**src/rtl/adc_cfg_pkg.sv**
```systemverilog
// Purpose: shared constants for the converter output and config block
// Assumes: one sample per two clk_sys cycles, offset binary core code
// Notes: serial and bus register maps live here
// Functional notes
// strap mode: format pin picks output coding
// serial mode offers binary, twos, gray codings
// full scale codes fixed per coding
// range flag shares data pipeline latency
// range flag follows converter range per sample
// capture logic decodes under/over from flag+MSB
// disable pin low enables data drivers
// data appears twelve sample cycles later
// capture clock rising mid-data unless inverted
// shift clock, data line, active-low select
// frame starts at first rise after select falls
// select held low streams bytes
// select high between bytes stalls, keeps place; with word length 11 the code ends the frame there instead
// select high floats data pin, strap functions; code keeps straps only until first select fall or bus config write
// 16-bit instruction then 8-bit data words
// read bit turns data line around
// clock, select inputs; data pin bidirectional
// msb first at reset, lsb first selectable
// unused port: clock/data pins read as straps
// strap levels: low binary/off, high twos/on
// word length 00..10 one-three bytes, 11 stream
// sample on rise, drive after fall
package adc_cfg_pkg;
    localparam int DATA_W = 14;
    localparam int PIPE_DEPTH = 12;
    localparam int INSTR_LAST = 15;
    localparam int BYTE_LAST = 7;
    // output codings and stream word length
    localparam logic [1:0] FMT_BINARY = 2'h0;
    localparam logic [1:0] FMT_TWOS = 2'h1;
    localparam logic [1:0] FMT_GRAY = 2'h2;
    localparam logic [1:0] LEN_STREAM = 2'h3;
    // serial register addresses
    localparam logic [12:0] SER_PORT_CFG = 13'h0000;
    localparam logic [12:0] SER_CLOCK = 13'h0009;
    localparam logic [12:0] SER_OUT_MODE = 13'h0014;
    localparam logic [12:0] SER_OUT_PHASE = 13'h0016;
    localparam logic [7:0] PORT_CFG_FIXED = 8'h18;
    localparam int PORT_LSB_HI = 6;
    localparam int PORT_LSB_LO = 1;
    // bus register byte addresses
    localparam logic [7:0] AXI_CFG = 8'h00;
    localparam logic [7:0] AXI_STATUS = 8'h04;
    localparam logic [7:0] AXI_SAMPLE = 8'h08;
    localparam int CFG_FMT_LO = 0;
    localparam int CFG_INV = 2;
    localparam int CFG_DCS = 3;
    localparam int CFG_LSB = 4;
    localparam logic [1:0] RESP_OKAY = 2'h0;
    localparam logic [1:0] RESP_SLVERR = 2'h2;
    // values after reset
    localparam logic [1:0] FMT_RST = 2'h0;
    localparam logic DCS_RST = 1'b1;
    localparam logic INV_RST = 1'b0;
    localparam logic LSB_RST = 1'b0;
    typedef enum logic [1:0] {SER_IDLE, SER_INSTR, SER_DATA, SER_DONE}
        ser_state_t;
endpackage

```
**src/rtl/pin_sync.sv**
```systemverilog
// Purpose: two-flop synchroniser for pins
// Assumes: inputs asynchronous to clk_sys
// Notes: first stage read only by second stage
`timescale 1ns/1ps
module pin_sync #(
    parameter int W = 4
) (
    input wire logic clk_sys,
    input wire logic rst_n,
    input wire logic [W-1:0] pin,
    output logic [W-1:0] pin_s
);
    logic [W-1:0] meta;

    // two stage capture
    always_ff @(posedge clk_sys or negedge rst_n)
    begin
        if (!rst_n)
        begin
            meta <= '0;
            pin_s <= '0;
        end
        else
        begin
            meta <= pin;
            pin_s <= meta;
        end
    end
endmodule

```
**src/rtl/code_formatter.sv**
```systemverilog
// Purpose: recode offset binary sample into selected coding
// Assumes: raw code is offset binary
// Notes: unused coding value falls back to binary
`timescale 1ns/1ps
module code_formatter (
    input wire logic [13:0] raw,
    input wire logic [1:0] fmt,
    output logic [13:0] coded
);
    logic [13:0] twos;
    logic [13:0] gray;

    // twos flips msb; gray built on twos, top pair swapped
    always_comb
    begin
        twos = {~raw[13], raw[12:0]};
        gray = twos ^ {1'b0, twos[13:1]};
        gray = {gray[12], gray[13], gray[11:0]};
        case (fmt)
            adc_cfg_pkg::FMT_TWOS: coded = twos;
            adc_cfg_pkg::FMT_GRAY: coded = gray;
            default: coded = raw;
        endcase
    end
endmodule

```
**src/rtl/adc_output_and_serial_config.sv**
```systemverilog
// Purpose: sample output path, serial config port, strap mode, bus regs
// Assumes: converter core delivers code and range flag per conversion
// Notes: conversion every second clk_sys edge
//
// Chosen here: the AXI4-Lite slave port and the register offsets.
`timescale 1ns/1ps
module adc_output_and_serial_config (
    input wire logic clk_sys,
    input wire logic rst_n,
    input wire logic [13:0] conv_code,
    input wire logic conv_out_of_range,
    input wire logic output_drive_disable_n,
    output logic [13:0] data_out,
    output logic range_flag,
    output logic data_oe,
    output logic data_capture_clock,
    input wire logic serial_clock_format_pin,
    input wire logic port_select_n,
    input wire logic serial_data_stabilizer_pin_in,
    output logic serial_data_stabilizer_pin_out,
    output logic serial_data_stabilizer_pin_oe,
    output logic duty_cycle_stabilizer,
    output logic strap_mode,
    input wire logic [7:0] s_axi_awaddr,
    input wire logic s_axi_awvalid,
    output logic s_axi_awready,
    input wire logic [31:0] s_axi_wdata,
    input wire logic [3:0] s_axi_wstrb,
    input wire logic s_axi_wvalid,
    output logic s_axi_wready,
    output logic [1:0] s_axi_bresp,
    output logic s_axi_bvalid,
    input wire logic s_axi_bready,
    input wire logic [7:0] s_axi_araddr,
    input wire logic s_axi_arvalid,
    output logic s_axi_arready,
    output logic [31:0] s_axi_rdata,
    output logic [1:0] s_axi_rresp,
    output logic s_axi_rvalid,
    input wire logic s_axi_rready
);
    localparam int LAST = adc_cfg_pkg::PIPE_DEPTH - 1;

    logic [3:0] pin_s;
    logic drv_dis_s, sclk_s, sdi_s, cs_s;
    logic conv_phase, next_conv_phase, advance;
    logic [14:0] pipe [adc_cfg_pkg::PIPE_DEPTH];
    logic [14:0] next_pipe [adc_cfg_pkg::PIPE_DEPTH];
    logic [13:0] coded, next_data_out;
    logic next_range_flag, next_data_oe, next_dcc;
    logic [1:0] fmt_sel, next_fmt_sel, eff_fmt;
    logic invert, next_invert, dcs_en, next_dcs_en;
    logic lsb_first, next_lsb_first, next_strap_mode, next_dcs_out;
    adc_cfg_pkg::ser_state_t ser_state, next_ser_state;
    logic [3:0] bit_cnt, next_bit_cnt;
    logic [15:0] instr, next_instr, instr_word;
    logic [7:0] rx_byte, next_rx_byte, rx_word, rd_byte;
    logic [12:0] ser_addr, next_ser_addr;
    logic [1:0] byte_cnt, next_byte_cnt, len, next_len;
    logic rd, next_rd, next_sdo, next_sdo_oe;
    logic sclk_d, cs_d, sclk_rise, sclk_fall, cs_fall;
    logic ser_wr;
    logic aw_got, next_aw_got, w_got, next_w_got;
    logic [7:0] aw_addr, next_aw_addr;
    logic [31:0] w_data, next_w_data, next_rdata;
    logic w_strb0, next_w_strb0, axi_wr;
    logic next_awready, next_wready, next_bvalid, next_arready;
    logic next_rvalid;
    logic [1:0] next_bresp, next_rresp;

    // pins cross into clk_sys
    pin_sync #(.W(4)) u_sync (
        .clk_sys(clk_sys),
        .rst_n(rst_n),
        .pin({output_drive_disable_n, serial_clock_format_pin,
              serial_data_stabilizer_pin_in, port_select_n}),
        .pin_s(pin_s)
    );
    assign {drv_dis_s, sclk_s, sdi_s, cs_s} = pin_s;

    // edges of the serial pins
    assign sclk_rise = sclk_s & ~sclk_d;
    assign sclk_fall = ~sclk_s & sclk_d;
    assign cs_fall = ~cs_s & cs_d;
    assign advance = ~conv_phase;

    // strap pins pick coding until serial port is first used or bus config register is first written
    assign eff_fmt = strap_mode ? (sclk_s ? adc_cfg_pkg::FMT_TWOS
                   : adc_cfg_pkg::FMT_BINARY) : fmt_sel;

    // sample pipeline, one stage per conversion
    genvar gi;
    generate
        for (gi = 0; gi < adc_cfg_pkg::PIPE_DEPTH; gi++)
        begin : g_pipe
            if (gi == 0)
            begin : g_head
                assign next_pipe[gi] = advance ?
                    {conv_out_of_range, conv_code} : pipe[gi];
            end
            else
            begin : g_body
                assign next_pipe[gi] = advance ? pipe[gi-1] : pipe[gi];
            end
        end
    endgenerate

    code_formatter u_fmt (
        .raw(pipe[LAST][13:0]),
        .fmt(eff_fmt),
        .coded(coded)
    );

    // output stage next values
    always_comb
    begin
        next_conv_phase = ~conv_phase;
        next_data_out = data_out;
        next_range_flag = range_flag;
        if (advance)
        begin
            next_data_out = coded;
            next_range_flag = pipe[LAST][14];
        end
        next_dcc = advance ? invert : ~invert;
        next_data_oe = ~drv_dis_s;
    end

    always_ff @(posedge clk_sys or negedge rst_n)
    begin
        if (!rst_n)
        begin
            conv_phase <= 1'b0;
            pipe <= '{default: 15'h0000};
            data_out <= 14'h0000;
            range_flag <= 1'b0;
            data_capture_clock <= 1'b0;
            data_oe <= 1'b0;
        end
        else
        begin
            conv_phase <= next_conv_phase;
            pipe <= next_pipe;
            data_out <= next_data_out;
            range_flag <= next_range_flag;
            data_capture_clock <= next_dcc;
            data_oe <= next_data_oe;
        end
    end

    // serial word assembly in either bit order
    always_comb
    begin
        instr_word = lsb_first ? {sdi_s, instr[15:1]}
                   : {instr[14:0], sdi_s};
        rx_word = lsb_first ? {sdi_s, rx_byte[7:1]}
                : {rx_byte[6:0], sdi_s};
        case (ser_addr)
            adc_cfg_pkg::SER_PORT_CFG: rd_byte = adc_cfg_pkg::PORT_CFG_FIXED
                | ({7'h00, lsb_first} << adc_cfg_pkg::PORT_LSB_HI)
                | ({7'h00, lsb_first} << adc_cfg_pkg::PORT_LSB_LO);
            adc_cfg_pkg::SER_CLOCK: rd_byte = {7'h00, dcs_en};
            adc_cfg_pkg::SER_OUT_MODE: rd_byte = {6'h00, fmt_sel};
            adc_cfg_pkg::SER_OUT_PHASE: rd_byte = {7'h00, invert};
            default: rd_byte = 8'h00;
        endcase
    end

    // serial frame sequencing
    always_comb
    begin
        next_ser_state = ser_state;
        next_bit_cnt = bit_cnt;
        next_instr = instr;
        next_rx_byte = rx_byte;
        next_ser_addr = ser_addr;
        next_byte_cnt = byte_cnt;
        next_len = len;
        next_rd = rd;
        next_sdo = serial_data_stabilizer_pin_out;
        next_sdo_oe = 1'b0;
        ser_wr = 1'b0;
        case (ser_state)
            adc_cfg_pkg::SER_IDLE:
            begin
                if (cs_fall)
                begin
                    next_ser_state = adc_cfg_pkg::SER_INSTR;
                    next_bit_cnt = 4'h0;
                    next_byte_cnt = 2'h0;
                end
            end
            adc_cfg_pkg::SER_INSTR:
            begin
                if (sclk_rise && !cs_s)
                begin
                    next_instr = instr_word;
                    next_bit_cnt = bit_cnt + 4'h1;
                    if (bit_cnt == 4'(adc_cfg_pkg::INSTR_LAST))
                    begin
                        next_ser_state = adc_cfg_pkg::SER_DATA;
                        next_bit_cnt = 4'h0;
                        next_rd = instr_word[15];
                        next_len = instr_word[14:13];
                        next_ser_addr = instr_word[12:0];
                    end
                end
            end
            adc_cfg_pkg::SER_DATA:
            begin
                if (cs_s)
                begin
                    // stream ends on select rise at a byte boundary
                    if (len == adc_cfg_pkg::LEN_STREAM && bit_cnt == 4'h0)
                        next_ser_state = adc_cfg_pkg::SER_IDLE;
                end
                else
                begin
                    // drive readback after the falling edge only
                    next_sdo_oe = rd && (sclk_fall ||
                        serial_data_stabilizer_pin_oe);
                    if (rd && sclk_fall)
                        next_sdo = rd_byte[lsb_first ? bit_cnt[2:0]
                            : 3'(adc_cfg_pkg::BYTE_LAST) - bit_cnt[2:0]];
                    if (sclk_rise)
                    begin
                        next_rx_byte = rx_word;
                        next_bit_cnt = bit_cnt + 4'h1;
                        if (bit_cnt == 4'(adc_cfg_pkg::BYTE_LAST))
                        begin
                            ser_wr = ~rd;
                            next_bit_cnt = 4'h0;
                            next_ser_addr = ser_addr + 13'h0001;
                            next_byte_cnt = byte_cnt + 2'h1;
                            if (len != adc_cfg_pkg::LEN_STREAM &&
                                byte_cnt == len)
                                next_ser_state = adc_cfg_pkg::SER_DONE;
                        end
                    end
                end
            end
            adc_cfg_pkg::SER_DONE:
            begin
                if (cs_s)
                    next_ser_state = adc_cfg_pkg::SER_IDLE;
            end
            default: next_ser_state = adc_cfg_pkg::SER_IDLE;
        endcase
    end

    always_ff @(posedge clk_sys or negedge rst_n)
    begin
        if (!rst_n)
        begin
            ser_state <= adc_cfg_pkg::SER_IDLE;
            bit_cnt <= 4'h0;
            instr <= 16'h0000;
            rx_byte <= 8'h00;
            ser_addr <= 13'h0000;
            byte_cnt <= 2'h0;
            len <= 2'h0;
            rd <= 1'b0;
            serial_data_stabilizer_pin_out <= 1'b0;
            serial_data_stabilizer_pin_oe <= 1'b0;
            sclk_d <= 1'b0;
            cs_d <= 1'b0; // synced select also reads 0, no false fall
        end
        else
        begin
            ser_state <= next_ser_state;
            bit_cnt <= next_bit_cnt;
            instr <= next_instr;
            rx_byte <= next_rx_byte;
            ser_addr <= next_ser_addr;
            byte_cnt <= next_byte_cnt;
            len <= next_len;
            rd <= next_rd;
            serial_data_stabilizer_pin_out <= next_sdo;
            serial_data_stabilizer_pin_oe <= next_sdo_oe;
            sclk_d <= sclk_s;
            cs_d <= cs_s;
        end
    end

    // configuration: serial writes win over bus writes
    always_comb
    begin
        next_fmt_sel = fmt_sel;
        next_invert = invert;
        next_dcs_en = dcs_en;
        next_lsb_first = lsb_first;
        next_strap_mode = strap_mode;
        if (cs_fall || axi_wr)
            next_strap_mode = 1'b0;
        if (axi_wr)
        begin
            next_fmt_sel = w_data[adc_cfg_pkg::CFG_FMT_LO +: 2];
            next_invert = w_data[adc_cfg_pkg::CFG_INV];
            next_dcs_en = w_data[adc_cfg_pkg::CFG_DCS];
            next_lsb_first = w_data[adc_cfg_pkg::CFG_LSB];
        end
        if (ser_wr)
        begin
            case (ser_addr)
                adc_cfg_pkg::SER_PORT_CFG: next_lsb_first =
                    rx_word[adc_cfg_pkg::PORT_LSB_HI]
                    | rx_word[adc_cfg_pkg::PORT_LSB_LO];
                adc_cfg_pkg::SER_CLOCK: next_dcs_en = rx_word[0];
                adc_cfg_pkg::SER_OUT_MODE: next_fmt_sel = rx_word[1:0];
                adc_cfg_pkg::SER_OUT_PHASE: next_invert = rx_word[0];
                default: next_fmt_sel = fmt_sel;
            endcase
        end
        next_dcs_out = strap_mode ? sdi_s : dcs_en;
    end

    always_ff @(posedge clk_sys or negedge rst_n)
    begin
        if (!rst_n)
        begin
            fmt_sel <= adc_cfg_pkg::FMT_RST;
            invert <= adc_cfg_pkg::INV_RST;
            dcs_en <= adc_cfg_pkg::DCS_RST;
            lsb_first <= adc_cfg_pkg::LSB_RST;
            strap_mode <= 1'b1;
            duty_cycle_stabilizer <= adc_cfg_pkg::DCS_RST;
        end
        else
        begin
            fmt_sel <= next_fmt_sel;
            invert <= next_invert;
            dcs_en <= next_dcs_en;
            lsb_first <= next_lsb_first;
            strap_mode <= next_strap_mode;
            duty_cycle_stabilizer <= next_dcs_out;
        end
    end

    // bus slave: one write and one read outstanding
    assign axi_wr = aw_got && w_got && !s_axi_bvalid && w_strb0 &&
                    aw_addr == adc_cfg_pkg::AXI_CFG;
    always_comb
    begin
        next_aw_got = aw_got;
        next_w_got = w_got;
        next_aw_addr = aw_addr;
        next_w_data = w_data;
        next_w_strb0 = w_strb0;
        next_awready = s_axi_awready;
        next_wready = s_axi_wready;
        next_bvalid = s_axi_bvalid;
        next_bresp = s_axi_bresp;
        next_arready = s_axi_arready;
        next_rvalid = s_axi_rvalid;
        next_rdata = s_axi_rdata;
        next_rresp = s_axi_rresp;
        if (s_axi_awvalid && s_axi_awready)
        begin
            next_aw_got = 1'b1;
            next_aw_addr = s_axi_awaddr;
            next_awready = 1'b0;
        end
        if (s_axi_wvalid && s_axi_wready)
        begin
            next_w_got = 1'b1;
            next_w_data = s_axi_wdata;
            next_w_strb0 = s_axi_wstrb[0];
            next_wready = 1'b0;
        end
        if (aw_got && w_got && !s_axi_bvalid)
        begin
            next_aw_got = 1'b0;
            next_w_got = 1'b0;
            next_bvalid = 1'b1;
            next_bresp = (aw_addr == adc_cfg_pkg::AXI_CFG ||
                aw_addr == adc_cfg_pkg::AXI_STATUS ||
                aw_addr == adc_cfg_pkg::AXI_SAMPLE) ?
                adc_cfg_pkg::RESP_OKAY : adc_cfg_pkg::RESP_SLVERR;
        end
        if (s_axi_bvalid && s_axi_bready)
        begin
            next_bvalid = 1'b0;
            next_awready = 1'b1;
            next_wready = 1'b1;
        end
        if (s_axi_arvalid && s_axi_arready)
        begin
            next_arready = 1'b0;
            next_rvalid = 1'b1;
            next_rresp = adc_cfg_pkg::RESP_OKAY;
            case (s_axi_araddr)
                adc_cfg_pkg::AXI_CFG: next_rdata = {27'h0, lsb_first,
                    dcs_en, invert, fmt_sel};
                adc_cfg_pkg::AXI_STATUS: next_rdata = {26'h0, strap_mode,
                    ser_state != adc_cfg_pkg::SER_IDLE, range_flag,
                    data_oe, eff_fmt};
                adc_cfg_pkg::AXI_SAMPLE: next_rdata = {18'h0, data_out};
                default:
                begin
                    next_rdata = 32'h0000_0000;
                    next_rresp = adc_cfg_pkg::RESP_SLVERR;
                end
            endcase
        end
        if (s_axi_rvalid && s_axi_rready)
        begin
            next_rvalid = 1'b0;
            next_arready = 1'b1;
        end
    end

    always_ff @(posedge clk_sys or negedge rst_n)
    begin
        if (!rst_n)
        begin
            aw_got <= 1'b0;
            w_got <= 1'b0;
            aw_addr <= 8'h00;
            w_data <= 32'h0000_0000;
            w_strb0 <= 1'b0;
            s_axi_awready <= 1'b1;
            s_axi_wready <= 1'b1;
            s_axi_bvalid <= 1'b0;
            s_axi_bresp <= 2'h0;
            s_axi_arready <= 1'b1;
            s_axi_rvalid <= 1'b0;
            s_axi_rdata <= 32'h0000_0000;
            s_axi_rresp <= 2'h0;
        end
        else
        begin
            aw_got <= next_aw_got;
            w_got <= next_w_got;
            aw_addr <= next_aw_addr;
            w_data <= next_w_data;
            w_strb0 <= next_w_strb0;
            s_axi_awready <= next_awready;
            s_axi_wready <= next_wready;
            s_axi_bvalid <= next_bvalid;
            s_axi_bresp <= next_bresp;
            s_axi_arready <= next_arready;
            s_axi_rvalid <= next_rvalid;
            s_axi_rdata <= next_rdata;
            s_axi_rresp <= next_rresp;
        end
    end
endmodule

```
**config.mk**
```make
export PLATFORM = sky130hd
export DESIGN_NAME = adc_output_and_serial_config
export DESIGN_NICKNAME = d
export VERILOG_FILES = /design/src/rtl/adc_cfg_pkg.sv /design/src/rtl/pin_sync.sv /design/src/rtl/code_formatter.sv /design/src/rtl/adc_output_and_serial_config.sv
export SDC_FILE = /design/constraint.sdc
export NUM_CORES = 1
export LEC_CHECK = 0
export BUFFER_PORTS_ARGS = -buffer_cell sky130_fd_sc_hd__buf_2
export CELL_PAD_IN_SITES_DETAIL_PLACEMENT = 0
export CELL_PAD_IN_SITES_GLOBAL_PLACEMENT = 1
export CORE_MARGIN = 2
export CORE_UTILIZATION = 40
export DETAILED_ROUTE_END_ITERATION = 8
export HOLD_SLACK_MARGIN = 0.1
export PLACE_DENSITY = 0.74
export SYNTH_ARGS = -nofsm -noshare
export SYNTH_HDL_FRONTEND = slang
export SYNTH_HIERARCHICAL = 1
export SYNTH_SLANG_ARGS = --single-unit
```
**constraint.sdc**
```tcl
create_clock -name clk_sys -period 2.25 [get_ports clk_sys]
set_input_delay 0.45 -clock clk_sys [delete_from_list [all_inputs] [get_ports clk_sys]]
set_output_delay 0.45 -clock clk_sys [all_outputs]
set_load 0.005 [all_outputs]
```
==> impl_metrics.yaml, run 1 <==
clock_tree:
  max-clock-path-buffers: 3
  clockRootBuffer: "clkbuf_16"
  clock_latency_ps: 510
  clock_sinks: 302
  h-tree-depth: 2
  cts_buffers: 34
  cts_tree: "done"
  clkTransAtPathRegs_ps: 60
grt:
  grtUsageMet2: 0.227
  grtUsageMet1: 0.210
  grt_max_degree: 67
  grt_use_met3: 0.0314
  grt_first_pass_wirelength_um: 40900
  antenna_found_initial: 0
  grt_usage: 0.148
  grt_overflow_total: 0
  grt.busiest_layer: "met2"
  first_global_vias: 8030
synthesis:
  yosys_most_used_dff: "dfrtp_1"
  synth_seq_cells: 302
  synth_edf_count: 0
  yosys_warnings: 6
  synth_common_cells: "296 x dfrtp_1, 212 x mux2_2, 54 x nor2_1, 46 x o21ai_0, 45 x a21oi_1"
  avgSynthCellArea_um2: 12.9
  synth_cell_types: 62
  synthArstFlopShare: 1.00
  synth.most_common_cell: "dfrtp_1"
  synth_top_area_frac: 0.571
  synthTopCellsByArea: "dfrtp_1 57%, mux2_2 18%, mux2i_1 2.9%"
  netlist_instances: 1009
  synth-seq-area-share: 0.583
  synth_largest_area_cell: "dfrtp_1"
  synthesis.area_um2: 13000
critical_path:
  cp_slowest_cell: "dfrtp_2"
  cp.required_ps: 2660
  r2r_cells: 6
  arrival_ps: 2550
  startpoint_type: "flop"
  rr_endpoint: "bit_cnt[3]"
  rrSetupSlack_ps: 110
  path_max_fanout: 6
  critical_path.startpoint: "ser_state[1]"
  slowest_delay_ps: 440
  r2r_start: "ser_state[1]"
  critPathKind: "flop to flop"
  crit_path_end_kind: "flop"
  crit_chain: "ha_2 > buf_4 > or2_2 > a211o_1 > or3_1 > o31ai_1"
finish:
  final_area_um2: 15400
  nFillCells: 2843
  final-seq-area_um2: 7570
  diodes: 0
  stdcell_count: 1570
  drive_gt1_frac: 0.362
  multi_input_area_um2: 5080
  final_core_util: 0.485
  layout.nets: 1233
  synthToLayoutAreaGrowth_pct: 18.5
timing:
  period_share: 0.950
  finalMaxSlewViolations: 0
  fmax_mhz: 468
  setup_viol: 0
  whs_ps: 132
  fin_setup_tns_ps: 0
  slew_headroom: 0.605
  hold_viol_final: 0
  worst_slew_pin_slew_ps: 593
  rsz0062_at_grt: "no"
  skew_ps: 18.3
  post-route-min-period_ps: 2140
outcome:
  outcome: "finished clean"
min_path:
  hold_depth: 2
  min_from: "s_axi_awvalid"
  hold_class: "input port to flop"
  whs_endpoint: "s_axi_awready"
routing:
  routed_via_density: 5.08
  wire_per_inst_um: 15.3
  firstDrtPassIters: 6
  drt_iter0_drc: 397
  antenna_left: 0
  dr_total_vias: 7972
  drcViolationCount: 0
  routed_wl_um: 23900
power_and_ir_drop:
  seqPwrFrac: 0.460
  power_frac_comb: 0.176
  leakagePower_uw: 0.00677
  p_int_uw: 10600
  peakVddDrop_mv: 0.612
  swShare: 0.271
  switchingPower_uw: 3950
  powerDensity_nw_per_um2: 947
  p_clk_frac: 0.364
floorplan:
  die_area_um2: 33900
  die_w_um: 184
  start_util: 0.409
  core-area_um2: 31700
  fp-row-count: 65
  die_h_um: 184
  ios: 140
placement:
  hpwl_um: 16600
  io_buffers: 89
  gp_congestion: 0.780
  dp_cells: 1500
  postPlaceCellArea_um2: 14200
run:
  drv_cap: 0
worst max-delay path by stage:
| stage | end | slack, ps | cells after the start |
|---|---|---|---|
| after floorplan | data_out[10] | 130 | 8 |
| after global placement | ser_addr[7] | 90 | 8 |
| after detailed placement | ser_addr[11] | 50 | 8 |
| after CTS | ser_addr[11] | 20 | 8 |
| after global routing | ser_addr[7] | 40 | 9 |
| final | bit_cnt[3] | 110 | 6 |
through the flow:
step / power, µW / setup slack (ps)
6_report: 14600 / 112
4_1_cts: 14700 / 16.2
2_1_floorplan: 8320 / 130
3_5_place_dp: 9340 / 52.3
5_1_grt: 15400 / 41.3
3_3_place_gp: 9250 / 92.9
flip-flops by register name (all words and copies together) (netlist names), 4 cells and up:
signal / flops
u_sync/pin_s: 4
rx_byte: 8
s_axi_rdata: 14
u_sync/meta: 4
w_data: 5
pipe: 180
data_out: 14
instr: 16
aw_addr: 8
bit_cnt: 4
ser_addr: 13
routing by layer:
layer | part of all wire | vias to the layer above
li1 | - | 3894
met1 | 0.49 | 3855
met2 | 0.43 | 176
met3 | 0.051 | 47
met4 | 0.026 | 0
met5 | 0 | -
kinds of logic after synthesis:
family	count (synthesis)	share of synthesized area
flops	302	0.583
mux	249	0.212
simple gates	208	0.0896
compound gates	141	0.0670
buf+inv	92	0.0333
fa+ha+maj	13	0.0125
xor+xnor	3	0.00202
other cells	1	0.000289
worst max-delay path, delay by kind of cell (launching register included):
family | cells | cell delay [ps]
adder cells (fa/ha/maj) | 1 | 220
flip-flops | 1 | 440
AND/OR/NAND/NOR | 2 | 720
buffers and inverters | 1 | 160
AO/OA/AOI/OAI | 2 | 510
power groups by stage:
| stage | Clock, µW | Combinational (µW) | Sequential, µW |
|---|---|---|---|
| after detailed placement | 0 | 2540 | 6800 |
| after global placement | 0 | 2480 | 6770 |
| after global routing | 5700 | 2890 | 6810 |
| after floorplan | 0 | 1670 | 6650 |
| final | 5300 | 2570 | 6700 |
| after CTS | 5480 | 2560 | 6700 |
what timing repair did:
item,in CTS,in global routing
hold endpoints to repair,56,0
hold buffers,6,0
resized for setup,0,9
setup endpoints to repair,0,19
setup buffers,0,1
cells in the final DEF (no fill, tap or decap), types with 8 or more instances in the layout:
cell       netlist  final
o31ai_1          8      8
conb_1           1     20
buf_2            4     88
nand3_1         29     29
nand2_1         36     36
ha_1            13     11
dfrtp_1        296    294
clkbuf_1        40     10
inv_1           22     22
mux2_2         212    212
nand4bb_1       11     11
clkbuf_16        0     35
mux2i_1         37     37
a22o_1           8      8
a221oi_1         8      8
o21ai_0         46     45
buf_4           22     42
nand3b_1        15     15
a21oi_1         45     45
nor2_1          54     54
clkbuf_8         0      8
buf_12           0     10
layout make-up:
class	count	area share
clock buffer	52	0.0649
clock inverter	10	0.00610
inverter	22	0.00537
multi-input combinational	634	0.330
sequential	302	0.492
tap	402	0.0327
timing repair buffer	148	0.0687
Power figures use the tool's default switching activity.
==> inputs of run 2 (changes only) <==
--- a/config.mk
+++ b/config.mk
@@ -5,14 +5,13 @@
 export SDC_FILE = /design/constraint.sdc
 export NUM_CORES = 1
 export LEC_CHECK = 0
-export BUFFER_PORTS_ARGS = -buffer_cell sky130_fd_sc_hd__buf_2
-export CELL_PAD_IN_SITES_DETAIL_PLACEMENT = 0
-export CELL_PAD_IN_SITES_GLOBAL_PLACEMENT = 1
+export CORE_ASPECT_RATIO = 0.6
 export CORE_MARGIN = 2
 export CORE_UTILIZATION = 40
 export DETAILED_ROUTE_END_ITERATION = 8
+export DONT_BUFFER_PORTS = 1
 export HOLD_SLACK_MARGIN = 0.1
-export PLACE_DENSITY = 0.74
+export PLACE_DENSITY = 0.59
 export SYNTH_ARGS = -nofsm -noshare
 export SYNTH_HDL_FRONTEND = slang
 export SYNTH_HIERARCHICAL = 1
==> run 2 against run 1 <==
- critical path type unchanged
- critical path depth grew 2
- fmax shrank 1.6%
- clock power shrank 5.3%
- highest routed layer unchanged
- clock-buffer cell count shrank 13
- the run now ends with hold timing left
- sequential share of layout area grew 1.2 points
==> impl_metrics.yaml, run 2 (synthesis gave the netlist of run 1 again) <==
grt:
  grtUsageMet1: 0.237
  grtUsageMet2: 0.207
  grt_max_degree: 303
  grt_use_met3: 0.0328
  grt_overflow_total: 0
  antenna_found_initial: 0
  first_global_vias: 7510
  grt_usage: 0.150
  grt_first_pass_wirelength_um: 41200
  grt.busiest_layer: "met1"
power_and_ir_drop:
  seqPwrFrac: 0.481
  powerDensity_nw_per_um2: 941
  swShare: 0.284
  power_frac_comb: 0.164
  switchingPower_uw: 4020
  p_clk_frac: 0.355
  peakVddDrop_mv: 0.568
  p_int_uw: 10100
  leakagePower_uw: 0.00638
critical_path:
  r2r_cells: 8
  critPathKind: "flop to flop"
  cp_slowest_cell: "dfrtp_1"
  path_max_fanout: 12
  arrival_ps: 2620
  startpoint_type: "flop"
  crit_path_end_kind: "flop"
  slowest_delay_ps: 410
  cp.required_ps: 2700
  crit_cells: 8
  crit_chain: "inv_1 > ha_2 > or3b_1 > a211oi_4 > buf_4 > nand3_1 > o21ai_0 > a221oi_1"
  rrSetupSlack_ps: 80
  crit_family: "compound AO/OA/AOI/OAI gates"
  path_buf_inv: 2
timing:
  skew_ps: 17.1
  whs_ps: -415
  fmax_mhz: 461
  period_share: 0.965
  rsz0062_at_grt: "yes"
  finalMaxSlewViolations: 0
  post-route-min-period_ps: 2170
  hold_viol_final: 299
  slew_headroom: 0.357
  worst_slew_pin_slew_ps: 965
  setup_viol: 0
clock_tree:
  cts_tree: "done"
  clkTransAtPathRegs_ps: 70
  clockRootBuffer: "clkbuf_16"
  h-tree-depth: 1
  hold_buffers: 43
  max-clock-path-buffers: 3
  clock_latency_ps: 580
  clock_sinks: 302
  postCtsSetupRepairBufs: 0
  cts_buffers: 30
routing:
  routed_wl_um: 25200
  drcViolationCount: 0
  dr_total_vias: 7848
  drt_iter0_drc: 467
  wire_per_inst_um: 16.6
  routed_via_density: 5.17
  antenna_left: 0
  firstDrtPassIters: 5
floorplan:
  die_w_um: 237
  start_util: 0.404
  die_area_um2: 34000
  ios: 140
  fp-row-count: 51
  die_h_um: 144
  core-area_um2: 32200
finish:
  diodes: 0
  nFillCells: 2894
  final_core_util: 0.467
  drive_gt1_frac: 0.293
  final_common_cell: "dfrtp_1"
  regMostFlops: "pipe"
  layout_common_cells: "294 x dfrtp_1, 212 x mux2_2, 54 x nor2_1"
  synthToLayoutAreaGrowth_pct: 15.8
  largest_register_ff_count: 180
  reg_top3: "pipe: 180 flops, instr: 16 flops"
  layout.nets: 1161
  final_area_um2: 15000
outcome:
  violations: "hold timing"
  outcome: "finished, violations left"
placement:
  gp_congestion: 0.825
  postPlaceCellArea_um2: 13600
  hpwl_um: 16600
  io_buffers: 0
run:
  drv_cap: 0
min_path:
  hold_class: "input port to asynchronous set/reset pin"
## run 2: changes by cell type in the layout (fill, tap and decap cells not counted), sizes merged
| cell | previous run | this run |
|---|---|---|
| dlygate4sd3 | 6 | 43 |
| inv | 24 | 26 |
| clkinvlp | 0 | 3 |
| buf | 141 | 37 |
| clkbuf | 53 | 39 |
| clkinv | 7 | 9 |
## run 2: timing repair
item	in CTS	in global routing
hold endpoints to repair	343	302
setup endpoints to repair	0	18
gates resized for setup	0	12
## run 2: power by group through the flow
stage	sequential, µW	clock (µW)	combinational [µW]
floorplan	6650	0	1670
global placement	6880	0	2150
detailed placement	6910	0	2220
CTS	6810	5190	2310
global route	6900	5440	2620
finish	6800	5020	2320
## run 2: layout make-up
type	instances	area, µm²	area share
clock inverter	17	173	0.0115
sequential	302	7570	0.504
timing repair buffer	80	766	0.0510
tap	424	531	0.0353
inverter	22	82.6	0.00550
multi-input combinational	634	5070	0.337
clock buffer	39	835	0.0555
## run 2: final timing paths
check,endpoint,startpoint
worst min-delay path,u_sync/meta[1],rst_n
min in group clk_sys,s_axi_rdata[3],s_axi_araddr[3]
max in group asynchronous,ser_state[1],rst_n
worst max-delay path,ser_addr[8],ser_state[0]
worst min register to register,u_sync/pin_s[3],u_sync/meta[3]
worst max register to register,ser_addr[8],ser_state[0]
## run 2: stage by stage
step                      std cells  setup TNS [ps]  power, µW  setup slack [ps]
after detailed placement       1418               0       9130              46.8
after floorplan                1028               0       8320               130
after global placement         1418               0       9030              79.4
final                          1518               0      14100              78.5
after CTS                      1517               0      14300              25.1
after global routing           1518           -6.48      15000             -6.48
## run 2: metal layers
metal	routed length (µm)	vias up
li1	-	3740
met1	13800	3935
met2	9870	141
met3	1100	32
met4	404	0
met5	0	-
